<file path="config.mk">
export PLATFORM = sky130hd
export DESIGN_NAME = bmem_top
export DESIGN_NICKNAME = d
export VERILOG_FILES = /design/src/rtl/bmem_edge.v /design/src/rtl/bmem_top.v
export VERILOG_INCLUDE_DIRS = /design/src /design/src/inc
export SDC_FILE = /design/constraint.sdc
export NUM_CORES = 1
export LEC_CHECK = 0
export BUFFER_PORTS_ARGS = -buffer_cell sky130_fd_sc_hd__buf_4
export CAP_MARGIN = 20
export CORE_UTILIZATION = 50
export CTS_CLUSTER_DIAMETER = 50
export DETAILED_ROUTE_END_ITERATION = 8
export PLACE_DENSITY = 0.69
export SYNTH_ARGS = -nofsm -noshare
export SYNTH_HDL_FRONTEND = slang
export SYNTH_SLANG_ARGS = --single-unit
export TNS_END_PERCENT = 100
</file>
<file path="constraint.sdc">
create_clock -name clk_in -period 1.45 [get_ports clk_in]
set_input_delay 0.29 -clock clk_in [delete_from_list [all_inputs] [get_ports clk_in]]
set_output_delay 0.29 -clock clk_in [all_outputs]
set_load 0.03 [all_outputs]
</file>
<file path="src/inc/bmem_defines.vh">
// Constants for the sixteen-byte selectable fast memory
// Function
// - Sixteen locations, one byte each, 128 bits
// - Up to 32 modules share address lines
// - Every access moves a whole byte
// - Selected only when all five selects true
// - Deselected outputs sit all ones for wired-AND
// - Byte plus column address picks location, nondestructive
// - Write on write pulse trailing edge when selected, enabled
// - Write within 165 ns, read within 110 ns
`ifndef BMEM_DEFINES_VH
`define BMEM_DEFINES_VH
// ****************************************
// Geometry
// ****************************************
`define BMEM_DATA_W      8
`define BMEM_DEPTH       16
`define BMEM_ADDR_W      4
`define BMEM_BYTE_ADDR_W 3
`define BMEM_COL_ADDR_W  2
`define BMEM_SEL_W       5
`define BMEM_MAX_MODULES 32
// ****************************************
// Values
// ****************************************
`define BMEM_SEL_ALL     5'h1f
`define BMEM_IDLE_DATA   8'hff
`define BMEM_RESET_DATA  8'h00
`define BMEM_WRITE_PIN   1'h1
// ****************************************
// Timing
// ****************************************
`define BMEM_CLK_PERIOD_NS 8
`define BMEM_WRITE_MAX_NS  165
`define BMEM_READ_MAX_NS   110
`define BMEM_WRITE_CYCLES  (`BMEM_WRITE_MAX_NS / `BMEM_CLK_PERIOD_NS)
`define BMEM_READ_CYCLES   (`BMEM_READ_MAX_NS / `BMEM_CLK_PERIOD_NS)
`endif

</file>
<file path="src/rtl/bmem_edge.v">
// Two-flop synchroniser and trailing-edge detector for the write pulse
`timescale 1ns/100ps
`default_nettype none
module bmem_edge (
	input  wire clk_in,
	input  wire rst_n_in,
	input  wire pulse_in,
	output reg  fall_out
);
	reg meta;
	reg sync;
	reg prev;
	always @(posedge clk_in or negedge rst_n_in) begin
		if (!rst_n_in) begin
			meta     <= 1'b0;
			sync     <= 1'b0;
			prev     <= 1'b0;
			fall_out <= 1'b0;
		end else begin
			meta     <= pulse_in;
			sync     <= meta;
			prev     <= sync;
			fall_out <= prev & ~sync;
		end
	end
endmodule // bmem_edge
`default_nettype wire

</file>
<file path="src/rtl/bmem_top.v">
// Sixteen-byte fast memory with five-line module select
`timescale 1ns/100ps
`default_nettype none
`include "bmem_defines.vh"
module bmem_top #(
	parameter DATA_W = `BMEM_DATA_W,
	parameter DEPTH  = `BMEM_DEPTH
) (
	input  wire                         clk_in,
	input  wire                         rst_n_in,
	input  wire [`BMEM_SEL_W-1:0]       module_sel_in,
	input  wire [`BMEM_BYTE_ADDR_W-1:0] byte_addr_in,
	input  wire [`BMEM_COL_ADDR_W-1:0]  col_addr_in,
	input  wire                         write_en_in,
	input  wire                         write_pulse_in,
	input  wire [DATA_W-1:0]            data_in,
	output reg  [DATA_W-1:0]            data_out
);
	// ****************************************
	// Input synchronisers
	// ****************************************
	// Host lines are asynchronous pins, each passed through two flops.
	// They are held stable around the pulse, so one more register stage
	// keeps address, data, enable and select aligned with the edge pulse.
	reg  [`BMEM_SEL_W-1:0]       sel_meta;
	reg  [`BMEM_SEL_W-1:0]       sel_sync;
	reg  [`BMEM_COL_ADDR_W-1:0]  col_meta;
	reg  [`BMEM_COL_ADDR_W-1:0]  col_sync;
	reg  [`BMEM_BYTE_ADDR_W-1:0] byte_meta;
	reg  [`BMEM_BYTE_ADDR_W-1:0] byte_sync;

	wire                         col_hi;
	wire [`BMEM_ADDR_W-1:0]      addr_sync;
	reg  [`BMEM_ADDR_W-1:0]      addr_hold;
	reg  [DATA_W-1:0]            data_meta;
	reg  [DATA_W-1:0]            data_sync;
	reg  [DATA_W-1:0]            data_hold;

	reg                          we_meta;
	reg                          we_sync;
	reg                          we_hold;
	reg                          sel_hold;
	wire                         write_fall;
	wire                         write_go;
	wire [DEPTH-1:0]             write_hit;
	wire                         selected;

	reg  [DATA_W-1:0]            mem [0:DEPTH-1];
	reg  [DATA_W-1:0]            next_data;

	// ****************************************
	// Module select synchroniser
	// ****************************************
	// Lines are decoded only after both flops
	always @(posedge clk_in or negedge rst_n_in) begin
		if (!rst_n_in) begin
			sel_meta <= {`BMEM_SEL_W{1'b0}};
			sel_sync <= {`BMEM_SEL_W{1'b0}};
		end else begin
			sel_meta <= module_sel_in;
			sel_sync <= sel_meta;
		end
	end

	// ****************************************
	// Column address synchroniser
	// ****************************************
	// Both lines kept apart until synchronised
	always @(posedge clk_in or negedge rst_n_in) begin
		if (!rst_n_in) begin
			col_meta <= {`BMEM_COL_ADDR_W{1'b0}};
			col_sync <= {`BMEM_COL_ADDR_W{1'b0}};
		end else begin
			col_meta <= col_addr_in;
			col_sync <= col_meta;
		end
	end

	// ****************************************
	// Byte address synchroniser
	// ****************************************
	// Low three bits of the location
	always @(posedge clk_in or negedge rst_n_in) begin
		if (!rst_n_in) begin
			byte_meta <= {`BMEM_BYTE_ADDR_W{1'b0}};
			byte_sync <= {`BMEM_BYTE_ADDR_W{1'b0}};
		end else begin
			byte_meta <= byte_addr_in;
			byte_sync <= byte_meta;
		end
	end

	// ****************************************
	// Write data synchroniser
	// ****************************************
	// Whole byte moves together
	always @(posedge clk_in or negedge rst_n_in) begin
		if (!rst_n_in) begin
			data_meta <= {DATA_W{1'b0}};
			data_sync <= {DATA_W{1'b0}};
		end else begin
			data_meta <= data_in;
			data_sync <= data_meta;
		end
	end

	// ****************************************
	// Write enable synchroniser
	// ****************************************
	// Enable must be held across the pulse by the host
	always @(posedge clk_in or negedge rst_n_in) begin
		if (!rst_n_in) begin
			we_meta <= 1'b0;
			we_sync <= 1'b0;
		end else begin
			we_meta <= write_en_in;
			we_sync <= we_meta;
		end
	end

	// ****************************************
	// Address and data hold stage
	// ****************************************
	// One stage more lines them up with the edge detector output
	always @(posedge clk_in or negedge rst_n_in) begin
		if (!rst_n_in) begin
			addr_hold <= {`BMEM_ADDR_W{1'b0}};
			data_hold <= {DATA_W{1'b0}};
		end else begin
			addr_hold <= addr_sync;
			data_hold <= data_sync;
		end
	end

	// ****************************************
	// Control hold stage
	// ****************************************
	// Select and enable delayed one stage to line up with the detected edge
	always @(posedge clk_in or negedge rst_n_in) begin
		if (!rst_n_in) begin
			we_hold  <= 1'b0;
			sel_hold <= 1'b0;
		end else begin
			we_hold  <= we_sync;
			sel_hold <= selected;
		end
	end

	// ****************************************
	// Address and select decode
	// ****************************************
	// Either column line high picks the upper eight bytes, so a host
	// that drives only one column line still reaches all sixteen.
	assign col_hi    = col_sync[1] | col_sync[0];
	assign addr_sync = {col_hi, byte_sync};
	assign selected  = (sel_sync == `BMEM_SEL_ALL);
	// ****************************************
	// Write pulse trailing edge
	// ****************************************
	bmem_edge u_edge (
		.clk_in   (clk_in),
		.rst_n_in (rst_n_in),
		.pulse_in (write_pulse_in),
		.fall_out (write_fall)
	);
	// ****************************************
	// Storage array
	// ****************************************
	// Contents are reset to zero so simulation never reads unknowns.
	// A write needs the edge, the held select and the held enable at once;
	// anything less leaves every location untouched.
	assign write_go = write_fall & sel_hold & we_hold;

	genvar i;
	generate
		for (i = 0; i < DEPTH; i = i + 1) begin : g_loc
			assign write_hit[i] = write_go && (addr_hold == i);
			always @(posedge clk_in or negedge rst_n_in) begin
				if (!rst_n_in) begin
					mem[i] <= `BMEM_RESET_DATA;
				end else if (write_hit[i]) begin
					mem[i] <= data_hold;
				end
			end
		end
	endgenerate

	// ****************************************
	// Read path
	// ****************************************
	// Three cycles (24 ns) from pin to output, well under the read budget;
	// a write lands four cycles after the pin's trailing edge, under 165 ns.
	// The output is registered, so readers on a shared line see no glitches.
	always @* begin
		if (selected) begin
			next_data = mem[addr_sync];
		end else begin
			next_data = `BMEM_IDLE_DATA;
		end
	end
	always @(posedge clk_in or negedge rst_n_in) begin
		if (!rst_n_in) begin
			data_out <= `BMEM_IDLE_DATA;
		end else begin
			data_out <= next_data;
		end
	end
endmodule // bmem_top
`default_nettype wire

</file>
# After elaboration in Yosys (flattened, before gate mapping)
# Index checks and enable logic that the tools add are counted.
word_totals:
  reg_bits: 192
  word_cells: 79
op_classes:
  magnitude_cmp: 1
  eq_ne: 16
  mux: 4
  bitwise_logic: 6
  n_reduce_logical: 17
op_table:
  columns: ["operator", "n"]
  rows:
  - ["$bmux 8 s4", 1]
  - ["$eq 4x4->1 const B", 8]
  - ["$mux 8", 3]
  - ["$eq 4x3->1 const B", 4]
  - ["$logic_and 1x1->1", 16]
  - ["$eq 4x2->1 const B", 2]
  - ["$eq 5x5->1 const B", 1]
  - ["$ge 5x5->1 const B", 1]
  - ["$not 4->5", 1]
  - ["$eq 4x1->1 const B", 1]
  - ["$logic_not 4->1", 1]
  - ["$and 1x1->1", 3]
  - ["$not 1->1", 1]
  - ["$or 1x1->1", 1]

# Depth between registers and ports, before layout
# Gate-level depths: netlist of the first run.
depth:
  ltp_word: 6
  depth_mapped: 6
  mapped_depth_nobuf: 5

# Hierarchy
# Synthesis of the first run repeated with hierarchy kept, for this count alone.
unflattened:
  hier_cells: 460
  area_unflattened_um2: 7672.4
modules_own_cells:
  columns: ["mod", "n_inst", "cells_per_inst", "area_per_inst_um2", "seq_area_each_um2"]
  rows:
  - ["bmem_top", 1, 455, 7558.5, 4714.5]
  - ["bmem_edge", 1, 5, 113.9, 100.1]

# Worst setup path after synthesis of the first run
# Ideal clock, no wire load.
synth_path:
  path_kind: "register to register"
  from: "reg byte_sync[0]"
  to: "reg data_out[2]"
  arrival_time_ns: 1.481
  required_time_ns: 1.348
  path_slack_ns: -0.133
  path_stages_with_launch: 6
  path_buffers: 1
  path_cell_list: "dfrtp_1 -> buf_6 -> mux4_1 -> mux2_2 -> nand2_1 -> nand3_1"
synth_via:
  elab_chain_cells: 5
synth_lines:
  columns: ["item", "line_no", "text"]
  rows:
  - ["start, declared", "bmem_top.v:30", "reg [`BMEM_BYTE_ADDR_W-1:0] byte_sync;"]
  - ["start signal, assigned", "bmem_top.v:86", "byte_sync <= {`BMEM_BYTE_ADDR_W{1'b0}};"]
  - ["start signal, assigned", "bmem_top.v:89", "byte_sync <= byte_meta;"]
  - ["$not 4->5 (not written as such)", "bmem_top.v:196", "next_data = mem[addr_sync];"]
  - ["$bmux 8 s4", "bmem_top.v:196", null]
  - ["$mux 8 (not written as such) (2 in series)", "bmem_top.v:196", null]
  - ["$mux 8", "bmem_top.v:195", "if (selected) begin"]
  - ["via next_data[2]", "bmem_top.v:49", "reg [DATA_W-1:0] next_data;"]
  - ["end signal, assigned", "bmem_top.v:203", "data_out <= `BMEM_IDLE_DATA;"]
  - ["end signal, assigned", "bmem_top.v:205", "data_out <= next_data;"]
  - ["end, declared", "bmem_top.v:17", "output reg [DATA_W-1:0] data_out"]
# The timed path passes the listed nets, and every way through them passes these cells. The select of a mux whose other input is x is not followed.
# A chain may end at the register's enable or synchronous reset.

# Worst setup path in the final report of the first run
# Ends and elaborated chain as after synthesis.

==> flow_summary.json, run 1 <==
{
  "worstPathCellList": "buf_12, buf_12, mux4_2, mux2_4, nand2_1, nand3_1",
  "viasPerCell": 5.732,
  "drv_cap": 0,
  "ir_drop_mv": 0.9485,
  "yosysSeqAreaShare": 0.6308,
  "synth_nets": 479,
  "cts_made_buffers": 17,
  "critical_path.top_delay_family": "multiplexers",
  "grt_max_degree": 42,
  "clock_latency_ns": 0.43,
  "dieHeight_um": 125.6,
  "grt_pass1_wl_mm": 28.17,
  "ios": 30,
  "drive_gt1_frac": 0.5727,
  "antennaDiodeCount": 0,
  "grt-ovfl-total": 0,
  "cts_tree": "done",
  "finalWorstSetupSlack_ns": -0.2195,
  "dr.pass1.iters": 4,
  "die_w_um": 125.6,
  "critPathBufInv": 2,
  "critPathKind": "register to register",
  "fp-row-count": 44,
  "die_area_um2": 15760,
  "h-tree-depth": 4,
  "synth.distinct_cells": 30,
  "ant_nets": 0,
  "drt_iter0_drc": 218,
  "max_stage_delay_ns": 0.49,
  "seqCellArea_um2": 4822,
  "violations": "negative setup slack",
  "ys_seq_elements": 192,
  "postSynthCellCount": 457,
  "cts.sinks": 192,
  "root_buffer": "clkbuf_16",
  "post_drt_wl_per_cell_um": 22.48,
  "multi_input_area_um2": 3213,
  "slew_headroom": 0.5848,
  "worstPathMaxFanout": 7,
  "power.total_mw": 11.24,
  "critPathArrivalTime_ns": 2.02,
  "syn_area_um2": 7632,
  "post-dp-hpwl_mm": 10.21,
  "start_util": 0.5192,
  "tightest_slew_ns": 0.6228,
  "grtUsageTotal": 0.2409,
  "hp-class": "primary input to asynchronous set/reset pin",
  "status": "finished, violations left",
  "drt-total-wl_mm": 17.13,
  "fin_nets": 588,
  "syn_to_final_growth_pct": 32.34,
  "rsz0062_at_grt": "true",
  "globalplace.congestion": 0.7615,
  "fp.coreArea_um2": 14700,
  "layout_min_cycle_time_ns": 1.670,
  "worst_path_most_repeated_cell": "buf_12",
  "start_kind": "register",
  "cts.clk_slew.worst_paths_ns": 0.07,
  "p_per_area_nw_per_um2": 1112,
  "ys_warn_count": 0,
  "slowest_stage": "mux4_2",
  "setup_tns_ns": -11.46,
  "worstPathRequired_ns": 1.80,
  "vias": 4368,
  "finClkSkew_ns": 0.006334,
  "setup_violations": 122,
  "drc_errors": 0,
  "grt_pass1_vias": 4887,
  "hold_viol": 0,
  "antenna_found_initial": 0,
  "fmax_mhz": 599.0,
  "holdWs_ns": 0.3471,
  "n_fill_cell": 925,
  "slew_viol_final": 0,
  "io_buffers": 29,
  "fin_crit_sh": 1.151,
  "clockBufferDepth": 2,
  "leakagePower_nw": 4.709,
  "end_kind": "register",
  "syn_area_per_cell_um2": 16.70
}
## per-stage QoR
step | util | cell area, um^2 | setup slack (ns) | cells
after floorplan | - | 7665 | -0.1141 | 457
after global placement | 0.5878 | 8640 | -0.2006 | 702
after detailed placement | 0.5878 | 8640 | -0.2092 | 702
after CTS | 0.6816 | 10020 | -0.2065 | 759
after global routing | 0.6872 | 10100 | -0.2526 | 762
final | 0.6872 | 10100 | -0.2195 | 762
## cell usage in the layout (no fill, tap or decap), types with 3 or more instances in the layout
| cell type | n |
|---|---|
| a221oi_1 | 7 |
| buf_12 | 20 |
| buf_4 | 59 |
| buf_6 | 7 |
| bufinv_16 | 5 |
| clkbuf_16 | 18 |
| clkinv_2 | 4 |
| dfrtp_1 | 178 |
| dfrtp_2 | 6 |
| dfstp_2 | 8 |
| dlygate4sd3_1 | 21 |
| inv_6 | 3 |
| mux2_2 | 37 |
| mux2_4 | 97 |
| mux2i_1 | 16 |
| mux4_2 | 24 |
| nand2_1 | 3 |
| nand2_2 | 5 |
| nand2_8 | 3 |
| nand3_1 | 4 |
| nand3_2 | 4 |
| nor2_4 | 9 |
| o211ai_1 | 3 |
| o21ai_0 | 7 |
## layer usage
metal	global-route usage	vias up	part of all wire
met1	0.3377	2379	0.46
met3	0.04108	27	0.028
met5	0	-	0
met2	0.3824	78	0.49
met4	0.08608	0	0.019
li1	-	1884	-
## registers in the layout, summed over array words and instances, names as in the netlist
name	count
u_edge.sync	1
sel_sync	5
byte_sync	3
col_meta	2
data_out	8
mem	128
data_sync	8
addr_hold	4
u_edge.prev	1
data_hold	8
byte_meta	3
we_meta	1
u_edge.meta	1
sel_hold	1
u_edge.fall_out	1
we_hold	1
we_sync	1
col_sync	2
data_meta	8
sel_meta	5
## final timing paths
check | startpoint | to | slack [ns] | cells past startpoint
max in group asynchronous | rst_n_in | data_out[6] | 0.53 | 3
worst min-delay path | rst_n_in | sel_meta[4] | 0.35 | 2
min in group clk_in | data_meta[3] | data_sync[3] | 0.35 | 0
worst max-delay path | byte_sync[0] | data_out[2] | -0.22 | 6
worst max register to register | byte_sync[0] | data_out[2] | -0.22 | 6
worst min register to register | data_meta[3] | data_sync[3] | 0.35 | 0
## synthesized netlist by cell type
library cell    n  area share
dfrtp_1       184        0.60
mux2_2        126        0.19
mux4_2         20       0.059
mux2i_1        18       0.024
nand2_1        11      0.0054
nand3_1        10      0.0066
nor2_2          9      0.0074
clkbuf_1        8      0.0039
dfstp_2         8       0.028
mux2_4          8       0.016
a221oi_1        7      0.0080
o21ai_0         7      0.0046
buf_6           6      0.0089
buf_2           5      0.0033
mux4_1          4       0.014
nor2_1          4      0.0020
nor2b_1         4      0.0033
o211ai_1        3      0.0030
inv_1           2     0.00098
nand2b_1        2      0.0016
nor3_1          2      0.0013
a22oi_1         1     0.00098
and3_1          1     0.00082
and3_4          1      0.0015
buf_4           1     0.00098
inv_2           1     0.00049
nand2b_4        1      0.0018
nand3b_4        1      0.0026
or3_1           1     0.00082
or4_1           1     0.00098
## cell type report
class	count	area share
tap	184	0.02279
sequential	192	0.4774
clock inverter	14	0.02106
clock buffer	17	0.04212
inverter	3	0.001115
multi-input combinational	242	0.3181
timing repair buffer	110	0.1174
## where the power goes
group / switching [mW] / total, mW / internal, mW
logic: 0.283 / 0.586 / 0.303
registers: 0.119 / 5.59 / 5.47
clock network: 2.01 / 5.07 / 3.06
## what timing repair did
action,4_1_cts,5_1_grt
hold buffers,21,0
setup buffers,7,4
hold endpoints to repair,51,0
cloned,0,1
pin swaps,13,13
resized for setup,128,15
endpoints found under the setup margin,126,137
## cells by family (layout without fill, tap and decap cells)
group,after synthesis,after routing,synth area share
simple gates,48,48,0.03607
mux,176,176,0.2980
flops,192,192,0.6308
compound gates,18,18,0.01656
buf+inv,23,144,0.01852
(Power assumes the default switching activity.)
==> run 2, diff against run 1 <==
Settings changed: RECOVER_POWER from default to 25.
==> run 2 against run 1 <==
Count of clock-buffer cells in the layout unchanged; clock skew about the same; register-to-register slack barely moved; clock power hardly changed; routed wire length is 0.39% lower; maximum frequency is essentially flat; global-route usage unchanged; die area stayed put; the flow still finishes with violations (negative setup slack); total power about the same; combinational power decreased by 1%; final area barely moved; critical path depth did not move.
==> flow_summary.json, run 2 (synthesized netlist as in run 1, its figures left out) <==
{
  "clock_latency_ns": 0.43,
  "viasPerCell": 5.734,
  "slew_viol_final": 0,
  "worst_path_most_repeated_cell": "buf_12",
  "clockPowerShare": 0.451,
  "p_per_area_nw_per_um2": 1113,
  "worstPathRequired_ns": 1.80,
  "cts.clk_slew.worst_paths_ns": 0.07,
  "timing.rr.start": "byte_sync[0]",
  "cts_made_buffers": 17,
  "slew_headroom": 0.3158,
  "globalplace.congestion": 0.7615,
  "largest_reg_flops": 128,
  "fp-row-count": 44,
  "critPathKind": "register to register",
  "multi_input_area_um2": 3213,
  "grtUsageTotal": 0.2409,
  "max_stage_delay_ns": 0.49,
  "end_kind": "register",
  "regToRegSetupSlack_ns": -0.22,
  "dieHeight_um": 125.6,
  "fmax_mhz": 598.8,
  "post_drt_wl_per_cell_um": 22.40,
  "p_seq_frac": 0.497,
  "setup_tns_ns": -11.45,
  "violations": "negative setup slack",
  "power.total_mw": 11.23,
  "antennaDiodeCount": 0,
  "drc_errors": 0,
  "die_area_um2": 15760,
  "finClkSkew_ns": 0.006026,
  "drt-total-wl_mm": 17.07,
  "grt_pass1_vias": 4887,
  "critical_path.top_delay_family": "multiplexers",
  "antenna_found_initial": 0,
  "crit_start": "byte_sync[0]",
  "grt-ovfl-total": 0,
  "cp-endpoint": "data_out[2]",
  "vias": 4369,
  "post-dp-hpwl_mm": 10.21,
  "drv_cap": 0,
  "ir_drop_mv": 0.9498,
  "cts_tree": "done",
  "final_cells": 762,
  "critPathArrivalTime_ns": 2.02,
  "p_switching_mw": 2.411,
  "most-common-layout-cells": "178 x dfrtp_1, 97 x mux2_4, 39 x buf_4",
  "fp.coreArea_um2": 14700,
  "die_w_um": 125.6,
  "ant_nets": 0,
  "largest-register": "mem",
  "hold_viol": 0,
  "slowest_stage": "mux4_2",
  "dr.pass1.iters": 5,
  "worstPathCellList": "buf_12, buf_12, mux4_2, mux2_4, nand2_1, nand3_1",
  "tightest_slew_ns": 1.026,
  "clockBufferDepth": 2,
  "final_common_cell": "dfrtp_1",
  "placed_cells": 702,
  "start_util": 0.5192,
  "setup_violations": 122,
  "fin_nets": 588,
  "grt_max_degree": 42,
  "reg2regPathDepth": 6,
  "fin_crit_sh": 1.152,
  "leakagePower_nw": 4.702,
  "io_buffers": 29,
  "n_fill_cell": 925,
  "root_buffer": "clkbuf_16",
  "ios": 30,
  "p_int_mw": 8.821,
  "combinationalPowerShare": 0.052,
  "timing.rr.end": "data_out[2]",
  "layout_min_cycle_time_ns": 1.670,
  "drt_iter0_drc": 202,
  "syn_to_final_growth_pct": 32.23,
  "cts.sinks": 192,
  "seqCellArea_um2": 4822,
  "status": "finished, violations left",
  "critPathBufInv": 2,
  "start_kind": "register",
  "p_sw_frac": 0.2147,
  "worstPathMaxFanout": 7,
  "drive_gt1_frac": 0.5727,
  "hp-class": "register to register",
  "grt_pass1_wl_mm": 28.17,
  "rsz0062_at_grt": "true",
  "finalWorstSetupSlack_ns": -0.2201,
  "h-tree-depth": 4,
  "worstSetupPathDepth": 6
}
==> run 2: cell types whose count changed in the layout (fill, tap and decap cells not counted) <==
cell	delta
clkbuf_8	-1
buf_2	+1
buf_4	-20
clkbuf_4	+20
==> run 2: cell type report <==
class | instances | share of cell area
Timing Repair Buffer | 110 | 0.1167
Inverter | 3 | 0.001116
Clock buffer | 17 | 0.04215
Multi-Input combinational cell | 242 | 0.3184
Sequential cell | 192 | 0.4778
Tap cell | 184 | 0.02281
Clock inverter | 14 | 0.02108
==> run 2: timing repair <==
item / in CTS / in global routing
endpoints found under the hold margin: 51 / 0
setup buffers: 7 / 4
setup endpoints to repair: 126 / 137
resized for setup: 128 / 15
pin swaps: 13 / 13
cloned: 0 / 1
hold buffers: 21 / 0
==> run 2: worst min path at each step <==
stage / startpoint / end / cells after the start
global placement: rst_n_in / sel_meta[2] / 1
floorplan: rst_n_in / addr_hold[0] / 0
CTS: rst_n_in / data_meta[7] / 2
detailed placement: rst_n_in / data_sync[7] / 1
global route: we_sync / we_hold / 0
finish: data_meta[3] / data_sync[3] / 0
==> run 2: power by group through the flow <==
stage / combinational (mW) / clock (mW) / sequential [mW]
5_1_grt: 0.633 / 5.37 / 5.60
3_5_place_dp: 0.470 / 0 / 5.67
6_report: 0.580 / 5.07 / 5.59
4_1_cts: 0.570 / 5.14 / 5.58
2_1_floorplan: 0.196 / 0 / 5.62
3_3_place_gp: 0.460 / 0 / 5.66
==> run 2: per-stage QoR <==
step / instance area (um^2) / worst slack, ns / utilization / hold slack [ns]
floorplan: 7665 / -0.1141 / - / -0.005591
global placement: 8640 / -0.2006 / 0.5878 / 0.2426
detailed placement: 8640 / -0.2092 / 0.5878 / 0.2508
CTS: 10020 / -0.2065 / 0.6816 / 0.3481
global route: 10090 / -0.2526 / 0.6866 / 0.3563
finish: 10090 / -0.2201 / 0.6866 / 0.3477
==> run 2: worst register-to-register path, delay by kind of cell, from the launching register on <==
family	cells	cell delay, ns
mux	2	0.77
flops	1	0.42
simple gates	2	0.14
buf+inv	2	0.27
==> run 2: routing by layer <==
layer  up-vias  share of wire  GRT usage
met2        78           0.49     0.3824
met3        27          0.028    0.04108
met4         0          0.017    0.08608
li1       1885              -          -
met1      2379           0.46     0.3377
met5         -              0          0
==> run 3, diff against run 2 <==
Settings changed: TNS_END_PERCENT 100 to 10.
==> run 3 against run 2 <==
The run ends with design-rule violations, negative setup slack left; final area fell by 2.1%; utilization fell by 1.4 points; sequential share of layout area rose by 0.99 points; combinational power fell by 2%; final cell count fell by 0.13%; sequential power barely moved; critical endpoint is now data_out[0].
==> flow_summary.json, run 3 (synthesized netlist as in run 1, its figures left out) <==
{
  "ios": 30,
  "tightest_slew_ns": 0.9814,
  "drive_gt1_frac": 0.5546,
  "critPathBufInv": 2,
  "multi_input_area_um2": 3020,
  "final_common_cell": "dfrtp_1",
  "io_buffers": 29,
  "worstPathRequired_ns": 1.81,
  "hold_end": "data_hold[3]",
  "timing.rr.end": "data_out[0]",
  "fp.coreArea_um2": 14700,
  "drt_iter0_drc": 225,
  "met2_length_mm": 8.152,
  "dp_slack_ns": -0.2197,
  "timing.rr.start": "byte_sync[0]",
  "reg2regPathDepth": 6,
  "dieHeight_um": 125.6,
  "finClkSkew_ns": 0.01461,
  "combinationalPowerShare": 0.053,
  "wl_met1_mm": 7.750,
  "p_per_area_nw_per_um2": 1090,
  "grt_max_degree": 54,
  "wl_met3_um": 574,
  "seqCellArea_um2": 4821,
  "dr.pass1.iters": 6,
  "holdPathStages": 0,
  "largest-register": "mem",
  "grt_pass1_vias": 4792,
  "top_layer": "met4",
  "slew_headroom": 0.3457,
  "largest_reg_flops": 128,
  "post_drt_wl_per_cell_um": 21.98,
  "violations": "design-rule violations, negative setup slack",
  "layout_min_cycle_time_ns": 1.669,
  "syn_to_final_growth_pct": 29.51,
  "antenna_found_initial": 0,
  "vias": 4287,
  "leakagePower_nw": 4.667,
  "status": "finished, violations left",
  "p_switching_mw": 2.449,
  "hp-start": "data_sync[3]",
  "drt-total-wl_mm": 16.73,
  "grtUsageTotal": 0.2350,
  "critical_path.top_delay_family": "multiplexers",
  "end_kind": "register",
  "cts_tree": "done",
  "die_area_um2": 15760,
  "cts.clk_slew.worst_paths_ns": 0.07,
  "viasPerCell": 5.633,
  "worstPathMaxFanout": 8,
  "rsz0062_at_grt": "true",
  "cts_made_buffers": 17,
  "clock_latency_ns": 0.44,
  "finalWorstSetupSlack_ns": -0.2194,
  "slew_viol_final": 0,
  "clockPowerShare": 0.429,
  "antennaDiodeCount": 0,
  "holdWs_ns": 0.3495,
  "worst_path_most_repeated_cell": "buf_12",
  "clockBufferDepth": 2,
  "setup_violations": 111,
  "globalplace.congestion": 0.7992,
  "most-common-layout-cells": "179 x dfrtp_1, 70 x mux2_2, 64 x mux2_4",
  "hp-class": "register to register",
  "p_seq_frac": 0.518,
  "fmax_mhz": 599.0,
  "worstPathCellList": "buf_12, buf_12, mux4_2, mux2_4, nand2_2, nand3_2",
  "start_kind": "register",
  "hold_viol": 0,
  "n_fill_cell": 959,
  "grt_pass1_wl_mm": 27.30,
  "regToRegSetupSlack_ns": -0.22,
  "ant_nets": 0,
  "ir_drop_mv": 1.196,
  "slowest_stage": "mux4_2",
  "p_sw_frac": 0.2272,
  "critPathKind": "register to register",
  "start_util": 0.5192,
  "root_buffer": "clkbuf_16",
  "p_int_mw": 8.328,
  "post-dp-hpwl_mm": 10.46,
  "drv_cap": 0,
  "critPathArrivalTime_ns": 2.03,
  "max_stage_delay_ns": 0.48,
  "fp-row-count": 44,
  "cts.sinks": 192,
  "drc_errors": 2,
  "fin_nets": 586,
  "die_w_um": 125.6,
  "h-tree-depth": 4,
  "fin_crit_sh": 1.151,
  "grt-ovfl-total": 0
}
-- run 3: cell types whose count changed in the layout (fill, tap and decap cells not counted), moves of 3 or more --
cell	delta
mux2_2	+33
mux2_4	-33
clkbuf_4	-11
nand2_1	+5
buf_4	+4
bufinv_16	-3
nand2_2	-3
nand2_8	-3
-- run 3: worst register-to-register path, delay by kind of cell (launching register included) --
kind / cells / cell delay, ns
muxes: 2 / 0.78
DFF: 1 / 0.41
buffers and inverters: 2 / 0.28
and+or+nand+nor: 2 / 0.14
-- run 3: through the flow --
step | std cells | util | cell area [um^2] | TNS, ns | power, mW
final | 761 | 0.6725 | 9884 | -9.006 | 10.78
after global routing | 761 | 0.6725 | 9884 | -20.49 | 11.14
after CTS | 761 | 0.6700 | 9848 | -5.963 | 10.87
after detailed placement | 701 | 0.5821 | 8556 | -11.33 | 6.121
after global placement | 701 | 0.5821 | 8556 | -8.734 | 6.103
after floorplan | 457 | - | 7626 | -2.217 | 5.813
-- run 3: how the worst max path moves through the flow --
stage	startpoint	end	depth (start not counted)
global route	byte_sync[0]	data_out[0]	6
detailed placement	byte_sync[0]	data_out[0]	6
finish	byte_sync[0]	data_out[0]	6
global placement	byte_sync[0]	data_out[0]	6
floorplan	byte_sync[0]	data_out[0]	5
CTS	byte_sync[0]	data_out[0]	6
-- run 3: area by class of cell --
type,instances,share of cell area
Timing Repair Buffer,108,0.1232
Multi-Input combinational cell,242,0.3056
Inverter,3,0.001139
Clock inverter,14,0.01570
Tap cell,184,0.02329
Clock buffer,18,0.04342
Sequential cell,192,0.4877
-- run 3: power groups by stage --
stage                     clock [mW]  sequential [mW]  combinational (mW)
after CTS                       4.71             5.58               0.577
after floorplan                    0             5.62               0.193
final                           4.62             5.58               0.570
after global placement             0             5.66               0.442
after detailed placement           0             5.67               0.452
after global routing            4.93             5.60               0.618
-- run 3: layer usage --
metal / track usage / vias to the layer above
met3: 0.04921 / 20
met1: 0.3252 / 2286
met2: 0.3761 / 96
met4: 0.07102 / 0
li1: - / 1885
met5: 0 / -
-- run 3: what timing repair did --
item	4_1_cts	5_1_grt
gates cloned	2	0
endpoints found under the setup margin	139	137
hold buffers	21	0
gates resized for setup	97	11
setup buffers	5	1
endpoints found under the hold margin	45	0
pin swaps	11	5
